File: src/design/lsb_pkg.sv
package lsb_pkg;

	// ****************************************
	// Widths
	// ****************************************
	localparam int SINKS     = 7;
	localparam int MAIN_CNT  = 4;
	localparam int CODE_W    = 6;
	localparam int CUR_W     = 10;
	localparam int ADDR_W    = 3;
	localparam int DATA_W    = 8;

	// ****************************************
	// Sink index map
	// ****************************************
	localparam int SINK_FIFTH = 4;
	localparam int SINK_SUB1  = 5;
	localparam int SINK_SUB2  = 6;

	// ****************************************
	// Device register offsets
	// ****************************************
	localparam logic [ADDR_W-1:0] OFS_ENABLE = 3'h0;
	localparam logic [ADDR_W-1:0] OFS_SUB    = 3'h1;
	localparam logic [ADDR_W-1:0] OFS_MAIN   = 3'h2;
	localparam logic [ADDR_W-1:0] OFS_AUX    = 3'h3;
	localparam logic [ADDR_W-1:0] OFS_FAULT  = 3'h4;

	// ****************************************
	// Field positions
	// ****************************************
	localparam int EN_DETECT_BIT  = 6;
	localparam int EN_MAIN_BIT    = 5;
	localparam int EN_SUB2_BIT    = 4;
	localparam int EN_SUB1_BIT    = 3;
	localparam int EN_AUX_BIT     = 2;
	localparam int ROLE_HI_BIT    = 1;
	localparam int ROLE_LO_BIT    = 0;
	localparam int AUX_CODE_LSB   = 2;
	localparam int AUX_LVL_HI_BIT = 3;
	localparam int AUX_LVL_LO_BIT = 2;

	// ****************************************
	// Reset values and role codes
	// ****************************************
	localparam logic [DATA_W-1:0] REG_RESET = 8'h00;
	localparam logic [1:0]        ROLE_MAIN = 2'h1;
	localparam logic [1:0]        ROLE_AUX  = 2'h2;

	// ****************************************
	// Current scale, microamps
	// ****************************************
	localparam int CUR_UNIT_UA    = 100;
	localparam int FINE_LAST      = 15;
	localparam int COARSE_FIRST   = 16;
	localparam int COARSE_BASE_UA = 2000;
	localparam int COARSE_STEP_UA = 500;
	localparam int AUX_FULL_UA    = 80000;
	localparam int PCT_L0         = 20;
	localparam int PCT_L1         = 40;
	localparam int PCT_L2         = 70;
	localparam int PCT_L3         = 100;

	// ****************************************
	// Host controller register offsets
	// ****************************************
	localparam logic [ADDR_W-1:0] HOFS_CTRL  = 3'h0;
	localparam logic [ADDR_W-1:0] HOFS_ADDR  = 3'h1;
	localparam logic [ADDR_W-1:0] HOFS_WDATA = 3'h2;
	localparam logic [ADDR_W-1:0] HOFS_CMD   = 3'h3;
	localparam logic [ADDR_W-1:0] HOFS_RDATA = 3'h4;
	localparam logic [ADDR_W-1:0] HOFS_STAT  = 3'h5;
	localparam int CTRL_HWEN_BIT = 0;
	localparam int CMD_WR_BIT    = 0;
	localparam int CMD_RD_BIT    = 1;

	// ****************************************
	// Functions
	// ****************************************
	function automatic logic [CUR_W-1:0] code2cur(input logic [CODE_W-1:0] code);
		int c;
		c = int'(code);
		if (c <= FINE_LAST) begin
			code2cur = CUR_W'(c);
		end else begin
			code2cur = CUR_W'((COARSE_BASE_UA + (c - COARSE_FIRST) * COARSE_STEP_UA)
				/ CUR_UNIT_UA);
		end
	endfunction

	function automatic logic [CUR_W-1:0] aux_level(input logic [1:0] sel);
		int pct;
		unique case (sel)
			2'h0: pct = PCT_L0;
			2'h1: pct = PCT_L1;
			2'h2: pct = PCT_L2;
			2'h3: pct = PCT_L3;
		endcase
		aux_level = CUR_W'((AUX_FULL_UA / CUR_UNIT_UA) * pct / 100);
	endfunction

endpackage

File: src/design/lsb_if.sv
interface lsb_if;
	import lsb_pkg::*;

	logic [ADDR_W-1:0] reg_addr;
	logic [DATA_W-1:0] reg_wdata;
	logic              reg_wr;
	logic              reg_rd;
	logic [DATA_W-1:0] reg_rdata;
	logic              hw_en;

	modport dev (
		input  reg_addr,
		input  reg_wdata,
		input  reg_wr,
		input  reg_rd,
		input  hw_en,
		output reg_rdata
	);

	modport host (
		output reg_addr,
		output reg_wdata,
		output reg_wr,
		output reg_rd,
		output hw_en,
		input  reg_rdata
	);

endinterface

File: src/design/lsb_sync.sv
module lsb_sync
	import lsb_pkg::*;
#(
	parameter int WIDTH = 1
) (
	input  wire logic             sys_clk,
	input  wire logic             reset,
	input  wire logic [WIDTH-1:0] async_in,
	output logic      [WIDTH-1:0] sync_out
);

	// ****************************************
	// Two-stage synchroniser
	// ****************************************
	logic [WIDTH-1:0] meta_r;

	always_ff @(posedge sys_clk or posedge reset) begin
		if (reset) begin
			meta_r   <= '0;
			sync_out <= '0;
		end else begin
			meta_r   <= async_in;
			sync_out <= meta_r;
		end
	end

endmodule

File: src/design/lsb_dev.sv
// Implementation choices: the plain strobed port and the register offsets.
module lsb_dev
	import lsb_pkg::*;
(
	input  wire logic                         sys_clk,
	input  wire logic                         reset,
	lsb_if.dev                                link,
	input  wire logic [SINKS-1:0]             open_det,
	output logic      [SINKS-1:0]             sink_on,
	output logic      [SINKS-1:0][CUR_W-1:0]  sink_target,
	output logic                              chip_active
);

	// ****************************************
	// Pin synchronisers
	// ****************************************
	logic             hw_en_s;
	logic [SINKS-1:0] open_s;

	lsb_sync #(.WIDTH(1)) u_sync_en (
		.sys_clk  (sys_clk),
		.reset    (reset),
		.async_in (link.hw_en),
		.sync_out (hw_en_s)
	);

	lsb_sync #(.WIDTH(SINKS)) u_sync_open (
		.sys_clk  (sys_clk),
		.reset    (reset),
		.async_in (open_det),
		.sync_out (open_s)
	);

	// ****************************************
	// Registers
	// ****************************************
	logic [DATA_W-1:0] enable_r;
	logic [DATA_W-1:0] sub_cur_r;
	logic [DATA_W-1:0] main_cur_r;
	logic [DATA_W-1:0] aux_cur_r;
	logic [SINKS-1:0]  fault_r;
	logic [SINKS-1:0]  fault_nxt;
	logic [DATA_W-1:0] rdata_r;
	logic [SINKS-1:0]  sink_on_nxt;
	logic [SINKS-1:0][CUR_W-1:0] target_nxt;

	// ****************************************
	// Write decode
	// ****************************************
	wire wr_enable = link.reg_wr && (link.reg_addr == OFS_ENABLE);
	wire wr_sub    = link.reg_wr && (link.reg_addr == OFS_SUB);
	wire wr_main   = link.reg_wr && (link.reg_addr == OFS_MAIN);
	wire wr_aux    = link.reg_wr && (link.reg_addr == OFS_AUX);

	// ****************************************
	// Register file
	// ****************************************
	// Pin low forces zeros and swallows writes
	// Writes within two cycles of the pin rising are lost to sync lag
	always_ff @(posedge sys_clk or posedge reset) begin
		if (reset) begin
			enable_r   <= REG_RESET;
			sub_cur_r  <= REG_RESET;
			main_cur_r <= REG_RESET;
			aux_cur_r  <= REG_RESET;
		end else if (!hw_en_s) begin
			enable_r   <= REG_RESET;
			sub_cur_r  <= REG_RESET;
			main_cur_r <= REG_RESET;
			aux_cur_r  <= REG_RESET;
		end else begin
			if (wr_enable) begin
				enable_r <= link.reg_wdata;
			end
			if (wr_sub) begin
				sub_cur_r <= link.reg_wdata;
			end
			if (wr_main) begin
				main_cur_r <= link.reg_wdata;
			end
			if (wr_aux) begin
				aux_cur_r <= link.reg_wdata;
			end
		end
	end

	// ****************************************
	// Role and enable decode
	// ****************************************
	wire [1:0] role = {enable_r[ROLE_HI_BIT], enable_r[ROLE_LO_BIT]};
	wire aux_role = (role == ROLE_AUX);
	// Roles 00 and 11 stop outputs but keep stored settings
	wire sw_run = (role == ROLE_MAIN) || aux_role;
	// Pin is synced, so a pin drop reaches the sinks three edges late
	wire run = hw_en_s && sw_run;
	wire detect_en = enable_r[EN_DETECT_BIT];

	// ****************************************
	// Current targets
	// ****************************************
	wire [CODE_W-1:0] main_code  = main_cur_r[CODE_W-1:0];
	wire [CODE_W-1:0] sub_code   = sub_cur_r[CODE_W-1:0];
	// Fifth sink in main role reuses the aux code bits
	wire [CODE_W-1:0] fifth_code = aux_cur_r[AUX_CODE_LSB +: CODE_W];
	wire [1:0] aux_sel = {aux_cur_r[AUX_LVL_HI_BIT], aux_cur_r[AUX_LVL_LO_BIT]};

	wire [CUR_W-1:0] main_cur = code2cur(main_code);
	wire [CUR_W-1:0] sub_cur  = code2cur(sub_code);
	// Upper aux bits are don't-care in aux role
	wire [CUR_W-1:0] fifth_cur = aux_role ? aux_level(aux_sel)
		: code2cur(fifth_code);

	// Zero code means zero target, so the sink stays off
	wire main_want  = run && enable_r[EN_MAIN_BIT] && (main_cur != '0);
	wire fifth_want = run && enable_r[EN_AUX_BIT] && (fifth_cur != '0);
	wire sub1_want  = run && enable_r[EN_SUB1_BIT] && (sub_cur != '0);
	wire sub2_want  = run && enable_r[EN_SUB2_BIT] && (sub_cur != '0);

	wire [SINKS-1:0] want = {sub2_want, sub1_want, fifth_want, {MAIN_CNT{main_want}}};

	// ****************************************
	// Open-lamp shutdown
	// ****************************************
	// Fault latches off the sink; a lamp that reads closed again
	// only returns after detection is toggled or the chip restarts
	always_comb begin
		if (!detect_en || !run) begin
			fault_nxt = '0;
		end else begin
			fault_nxt = fault_r | (open_s & want);
		end
	end

	always_comb begin
		sink_on_nxt = want & ~fault_nxt;
		for (int i = 0; i < SINKS; i++) begin
			target_nxt[i] = '0;
		end
		for (int i = 0; i < MAIN_CNT; i++) begin
			target_nxt[i] = sink_on_nxt[i] ? main_cur : '0;
		end
		target_nxt[SINK_FIFTH] = sink_on_nxt[SINK_FIFTH] ? fifth_cur : '0;
		target_nxt[SINK_SUB1]  = sink_on_nxt[SINK_SUB1] ? sub_cur : '0;
		target_nxt[SINK_SUB2]  = sink_on_nxt[SINK_SUB2] ? sub_cur : '0;
	end

	// ****************************************
	// Output stage
	// ****************************************
	// Registered so every sink pin comes straight from a flop
	always_ff @(posedge sys_clk or posedge reset) begin
		if (reset) begin
			fault_r     <= '0;
			sink_on     <= '0;
			sink_target <= '0;
			chip_active <= 1'b0;
		end else begin
			fault_r     <= fault_nxt;
			sink_on     <= sink_on_nxt;
			sink_target <= target_nxt;
			chip_active <= run;
		end
	end

	// ****************************************
	// Read path
	// ****************************************
	// Unused top bit of the fault word reads as zero
	wire [DATA_W-1:0] rd_value =
		(link.reg_addr == OFS_ENABLE) ? enable_r :
		(link.reg_addr == OFS_SUB)    ? sub_cur_r :
		(link.reg_addr == OFS_MAIN)   ? main_cur_r :
		(link.reg_addr == OFS_AUX)    ? aux_cur_r :
		(link.reg_addr == OFS_FAULT)  ? {1'b0, fault_r} :
		REG_RESET;

	// Data stand one cycle only, zero otherwise
	always_ff @(posedge sys_clk or posedge reset) begin
		if (reset) begin
			rdata_r <= '0;
		end else begin
			rdata_r <= link.reg_rd ? rd_value : '0;
		end
	end

	assign link.reg_rdata = rdata_r;

endmodule

File: src/flat_wrapper.sv
// flat-port wrapper written by rule: the top's interface ports become plain ports
module lsb_dev_flat import lsb_pkg::*;
  (sys_clk, reset, open_det, sink_on, sink_target, chip_active, link_reg_addr, link_reg_wdata, link_reg_wr, link_reg_rd, link_hw_en, link_reg_rdata);
  lsb_if link_i ();
  input  wire logic sys_clk;
  input  wire logic reset;
  input  wire logic [SINKS-1:0] open_det;
  output logic      [SINKS-1:0] sink_on;
  output logic      [SINKS-1:0][CUR_W-1:0] sink_target;
  output logic chip_active;
  input wire logic [$bits(link_i.reg_addr)-1:0] link_reg_addr;
  input wire logic [$bits(link_i.reg_wdata)-1:0] link_reg_wdata;
  input wire logic [$bits(link_i.reg_wr)-1:0] link_reg_wr;
  input wire logic [$bits(link_i.reg_rd)-1:0] link_reg_rd;
  input wire logic [$bits(link_i.hw_en)-1:0] link_hw_en;
  output wire logic [$bits(link_i.reg_rdata)-1:0] link_reg_rdata;
  assign link_i.reg_addr = link_reg_addr;
  assign link_i.reg_wdata = link_reg_wdata;
  assign link_i.reg_wr = link_reg_wr;
  assign link_i.reg_rd = link_reg_rd;
  assign link_i.hw_en = link_hw_en;
  assign link_reg_rdata = link_i.reg_rdata;
  lsb_dev u_core (.sys_clk(sys_clk), .reset(reset), .link(link_i), .open_det(open_det), .sink_on(sink_on), .sink_target(sink_target), .chip_active(chip_active));
endmodule
File: config.mk
export PLATFORM = sky130hd
export DESIGN_NAME = lsb_dev_flat
export DESIGN_NICKNAME = d
export VERILOG_FILES = /design/src/design/lsb_pkg.sv /design/src/design/lsb_if.sv /design/src/design/lsb_sync.sv /design/src/design/lsb_dev.sv /design/src/flat_wrapper.sv
export SDC_FILE = /design/constraint.sdc
export NUM_CORES = 1
export LEC_CHECK = 0
export BUFFER_PORTS_ARGS = -buffer_cell sky130_fd_sc_hd__buf_2
export CORE_MARGIN = 3
export CORE_UTILIZATION = 35
export DETAILED_ROUTE_END_ITERATION = 8
export SLEW_MARGIN = 15
export SYNTH_ARGS = -nofsm -noshare
export SYNTH_HDL_FRONTEND = slang
export SYNTH_SLANG_ARGS = --single-unit
File: constraint.sdc
create_clock -name sys_clk -period 19.7 [get_ports sys_clk]
set_clock_uncertainty 0.05 [all_clocks]
set_input_delay 3.94 -clock sys_clk [delete_from_list [all_inputs] [get_ports sys_clk]]
set_output_delay 3.94 -clock sys_clk [all_outputs]
set_load 0.05 [all_outputs]
==> results.toml, run 1 <==
[outcome]
outcome = "completed"

[critical_path]
cp-end-kind = "flop"
path_buf_inv = 5
critPathMaxFanout = 21
arrival_ns = 18.84
start_kind = "flop"
cp_slowest_stage_delay_ns = 0.61
cp.required_ns = 19.99
slowest_stage = "fa_1"
critical_path_class = "flop to flop"
cp_top_family = "compound AO/OA/AOI/OAI gates"

[hold_path]
hold_class = "flop to flop"

[synthesis]
synth_fp_nets = 3293
synth-edff-count = 0
async_reset_ff_share_pct = 100
synthFlopType = "dfrtp_1"
synthDistinctLibCells = 160
synth_seq_cells = 141
synthCells = 3105
seq_area_frac_synth_pct = 14.7
yosysWarnings = 0
syn_area_um2 = 24000
syn_avg_cell_area_um2 = 7.72

[timing]
drv_slew = 0
min_period_ns = 18.55
timing.final.hold_violations = 0
max_slew_margin_pct = 27.5
max_slew.worst_pin.slew_ns = 1.08
setup_viol = 0
fmax_ghz = 0.0539
fin_crit_sh_pct = 94.2

[route]
viasPerCell = 5.88
drt_iter0_drc = 1794
vias = 24100
wirelength_um = 70400
wl_per_cell_um = 17.2
drtAntennaViolNets = 0
remaining_drc_errors = 0
drtPass1Iterations = 6

[placed_design]
place_inst = 4053
port_buffers = 108
place.gp.congestion = 0.912
hpwl_um = 54600

[grt]
grt_pass1_vias = 22300
met2_usage_pct = 30.8
gr-usage-all-layers_pct = 19.0
overflow = 0
use_met1_pct = 26.8
antenna_found_initial = 10
use_met3_pct = 3.37
busiest_layer = "met2"
grt_pass1_wl_um = 115000
grt_max_degree = 77

[clocking]
cts-root-buf = "clkbuf_16"
htree_num_levels = 4
clk_latency_ns = 0.47
clk_pin_slew_worst_paths_ns = 0.08
clk_path_buf_depth = 2
cts_buffers = 17
numClockSinks = 141
cts_tree = "done"

[floorplanning]
num_rows = 95
dieArea_um2 = 71700
die_x_um = 268
ioPinCount = 109
start_util_pct = 35.5
core_area_um2 = 67500
die_h_um = 268

[final_layout]
nets = 3397
mostFrequentLayoutCell = "nor2_1"
layout_common_cells = "nor2_1 (312), nand2_1 (304), a21oi_1 (203)"
instances_no_fill = 4101
syn2layout_area_growth_pct = 10.6
drive_gt1_share_pct = 14.6

[job]
cap_violations = 0
-- synth_stat cells, types with 13 or more instances --
| library cell | count | area share (%) |
|---|---|---|
| a211o_1 | 19 | 0.69 |
| a211oi_1 | 36 | 1.1 |
| a21boi_0 | 26 | 0.81 |
| a21o_1 | 50 | 1.6 |
| a21oi_1 | 207 | 4.3 |
| a221oi_1 | 13 | 0.47 |
| a22oi_1 | 13 | 0.41 |
| a31o_2 | 13 | 0.47 |
| a31oi_1 | 58 | 1.5 |
| and2_1 | 41 | 1.1 |
| and3_1 | 41 | 1.1 |
| buf_2 | 17 | 0.35 |
| buf_4 | 17 | 0.53 |
| clkbuf_1 | 48 | 0.75 |
| dfrtp_1 | 141 | 15 |
| fa_1 | 31 | 2.6 |
| ha_1 | 134 | 7.0 |
| inv_1 | 134 | 2.1 |
| mux2i_1 | 57 | 2.4 |
| nand2_1 | 304 | 4.8 |
| nand2b_1 | 41 | 1.1 |
| nand3_1 | 114 | 2.4 |
| nand4_1 | 28 | 0.73 |
| nor2_1 | 313 | 4.9 |
| nor2b_1 | 38 | 0.99 |
| nor3_1 | 91 | 1.9 |
| nor3b_1 | 14 | 0.44 |
| nor4_1 | 31 | 0.81 |
| o2111ai_1 | 14 | 0.51 |
| o211ai_1 | 48 | 1.5 |
| o21a_1 | 24 | 0.75 |
| o21ai_0 | 121 | 2.5 |
| o21ai_1 | 32 | 0.67 |
| o21bai_1 | 17 | 0.53 |
| o22ai_1 | 23 | 0.60 |
| o31ai_1 | 31 | 0.97 |
| or2_2 | 19 | 0.50 |
| or3_1 | 34 | 0.89 |
| xnor2_1 | 157 | 5.7 |
| xor2_1 | 70 | 2.6 |
-- state kept, by name, indices dropped and copies added (netlist names), 8 cells and up --
register,count
u_core.aux_cur_r,8
u_core.enable_r,8
u_core.link.reg_rdata,8
u_core.main_cur_r,8
u_core.sink_target,70
u_core.sub_cur_r,8
-- worst register-to-register path, delay by kind of cell, from the launching register on --
family	cells	cell delay, ns
AOI/OAI and AO/OA	30	8.21
and+or+nand+nor	19	4.75
adders and majority gates	6	2.51
xor gates and xnor gates	5	1.24
buffers and inverters	5	0.63
DFF	1	0.51
muxes	2	0.48
-- per-layer routing --
metal  up-vias  wire length [um]
met5         -                26
met4         4              1070
met3        76              4270
met2       705             31900
met1     11500             33100
li1      11800                 -
-- cells by family after synthesis --
logic type | Yosys count | synth area share, %
adder cells (fa/ha/maj) | 174 | 9.97
buffers and inverters | 240 | 4.64
AND/OR/NAND/NOR | 1211 | 25.5
other | 2 | 0.0313
multiplexers | 86 | 4.23
XOR/XNOR | 246 | 9.71
flip-flops | 141 | 14.7
AO/OA/AOI/OAI | 1005 | 31.2
-- path summary, 6_finish.rpt --
kind	from	end	slack [ns]	depth (start not counted)
max in group asynchronous	reset	u_core.sub_cur_r[4]	14.62	3
min in group asynchronous	reset	u_core.sink_target[49]	3.52	2
worst min register to register	u_core.u_sync_open.meta_r[1]	u_core.u_sync_open.sync_out[1]	0.29	0
worst max register to register	u_core.sub_cur_r[1]	u_core.fault_r[6]	1.15	67
worst max-delay path	u_core.sub_cur_r[1]	u_core.fault_r[6]	1.15	67
worst min-delay path	u_core.u_sync_open.meta_r[1]	u_core.u_sync_open.sync_out[1]	0.29	0
-- stage by stage --
step,setup slack (ns),util (%),cell area (um2),hold slack (ns),setup TNS (ns)
after floorplan,3.02,-,24000,0.281,0
after detailed placement,0.476,37.8,25500,0.285,0
after CTS,0.347,38.8,26200,0.294,0
final,1.15,39.3,26500,0.290,0
after global routing,-0.0302,39.3,26500,0.296,-0.0587
after global placement,0.499,37.8,25500,0.282,0
-- layout make-up --
cell class	count	area, um2
Sequential cell	141	3530
Timing Repair Buffer	188	1140
Antenna cell	6	15.0
Clock buffer	18	439
Inverter	137	519
Fill cell	6999	41000
Multi-Input combinational cell	2724	19600
Tap cell	873	1090
Clock inverter	14	193
-- what timing repair did --
item / 4_1_cts / 5_1_grt
setup endpoints to repair: 0 / 33
gates resized for setup: 0 / 45
hold buffers: 0 / 0
setup buffers: 0 / 10
Power of run 1 is left out: the tool's default activity adds up to more than one toggle a clock period on the data nets, which glitch-free logic cannot reach.
==> inputs of run 2 (changes only) <==
--- a/config.mk
+++ b/config.mk
@@ -9,6 +9,7 @@
 export CORE_MARGIN = 3
 export CORE_UTILIZATION = 35
 export DETAILED_ROUTE_END_ITERATION = 8
+export GPL_TIMING_DRIVEN = 0
 export SLEW_MARGIN = 15
 export SYNTH_ARGS = -nofsm -noshare
 export SYNTH_HDL_FRONTEND = slang
==> results.toml, run 2 (synthesis gave the netlist of run 1 again) <==
[grt]
use_met3_pct = 3.40
grt_max_degree = 85
met2_usage_pct = 30.2
overflow = 0
busiest_layer = "met2"
antenna_found_initial = 8
grt_pass1_vias = 22100
gr-usage-all-layers_pct = 18.9
use_met1_pct = 26.8
grt_pass1_wl_um = 114000

[final_layout]
drive_gt1_share_pct = 15.1
syn2layout_area_growth_pct = 12.5
layout_common_cells = "nor2_1 (311), nand2_1 (304), a21oi_1 (200)"
largest_register_ffs = 70
mostFrequentLayoutCell = "nor2_1"
fillers = 6987
top_register = "u_core.sink_target"
nets = 3435

[clocking]
numClockSinks = 141
clk_latency_ns = 0.45
cts_hold_buf = 0
clk_path_buf_depth = 2
cts_tree = "done"
cts-root-buf = "clkbuf_16"
clk_pin_slew_worst_paths_ns = 0.07
cts_buffers = 17
htree_num_levels = 4

[critical_path]
cp-end-kind = "flop"
critical_path_class = "flop to flop"
slowest_stage = "fa_1"
cp_slowest_stage_delay_ns = 0.55
arrival_ns = 18.97
critPathMaxFanout = 10
cp.required_ns = 19.97
start_kind = "flop"

[route]
drtAntennaViolNets = 0
drtPass1Iterations = 7
drt_iter0_drc = 1895
wl_per_cell_um = 17.1
viasPerCell = 5.85
vias = 24200
remaining_drc_errors = 0
wirelength_um = 70900

[timing]
timing.final.hold_violations = 0
setup_viol = 0
min_period_ns = 18.70
max_slew.worst_pin.slew_ns = 1.06
fmax_ghz = 0.0535
drv_slew = 0
whs_ns = 0.289
max_slew_margin_pct = 29.2
fin_crit_sh_pct = 94.9

[floorplanning]
die_h_um = 268
core_area_um2 = 67500
ioPinCount = 109
start_util_pct = 35.5
die_x_um = 268
num_rows = 95
dieArea_um2 = 71700

[placed_design]
place.gp.congestion = 0.883
hpwl_um = 55000
port_buffers = 107

[job]
cap_violations = 0

[hold_path]
hold_class = "flop to flop"

[outcome]
outcome = "completed"
run 2: changes by cell type in the layout (fill, tap and decap cells not counted), sizes merged:
cell,change
inv,-6
bufinv,+2
clkinvlp,+1
buf,-15
clkbuf,+55
clkinv,+1
run 2: path summary, 6_finish.rpt:
| check | start | end | slack (ns) | cells past startpoint |
|---|---|---|---|---|
| hold reg to reg | u_core.u_sync_open.meta_r[6] | u_core.u_sync_open.sync_out[6] | 0.29 | 0 |
| setup / recovery | u_core.main_cur_r[3] | u_core.fault_r[1] | 1.00 | 68 |
| max in group asynchronous | reset | u_core.sink_target[1] | 15.34 | 3 |
| min in group asynchronous | reset | u_core.sink_target[40] | 3.46 | 2 |
| setup reg to reg | u_core.main_cur_r[3] | u_core.fault_r[1] | 1.00 | 68 |
| hold / removal | u_core.u_sync_open.meta_r[6] | u_core.u_sync_open.sync_out[6] | 0.29 | 0 |
run 2: routing by layer:
layer,share of wire (%),up-vias
met1,48,11600
met5,0.065,-
met4,1.2,6
met2,45,624
li1,-,11900
met3,5.5,66
run 2: repair_timing:
item	4_1_cts	5_1_grt
endpoints found under the setup margin	0	66
buffers inserted	0	15
gates resized for setup	0	92
run 2: stage by stage:
| step | instance area (um2) | cells | setup WS (ns) | TNS [ns] | util (%) |
|---|---|---|---|---|---|
| 3_3_place_gp | 25600 | 4085 | -0.235 | -0.937 | 37.9 |
| 6_report | 27000 | 4139 | 1.00 | 0 | 39.9 |
| 2_1_floorplan | 24000 | 3105 | 3.02 | 0 | - |
| 5_1_grt | 27000 | 4135 | -0.0824 | -0.507 | 39.9 |
| 3_5_place_dp | 25600 | 4086 | 0.193 | 0 | 38.0 |
| 4_1_cts | 26300 | 4118 | 0.0623 | 0 | 39.0 |
run 2: critical path: cells and delay by family (launching register included):
family	cells	cell delay (ns)
buf+inv	6	0.88
fa+ha+maj	7	3.06
compound gates	24	6.96
simple gates	21	4.57
flops	1	0.54
xor+xnor	5	0.90
mux	5	1.59
run 2: final cells by class:
cell class              count  area (um2)  share of cell area, %
diodes                      6        15.0                 0.0557
plain buffers             103         601                   2.23
clock buffers              20         457                   1.69
clock inverters            12         209                  0.775
inverters                 137         522                   1.93
multi-input cells        2724       19900                   73.6
flip-flops and latches    141        3540                   13.1
well taps                 873        1090                   4.05
repair buffers            123         676                   2.51
Power of run 2 is left out for the same reason.
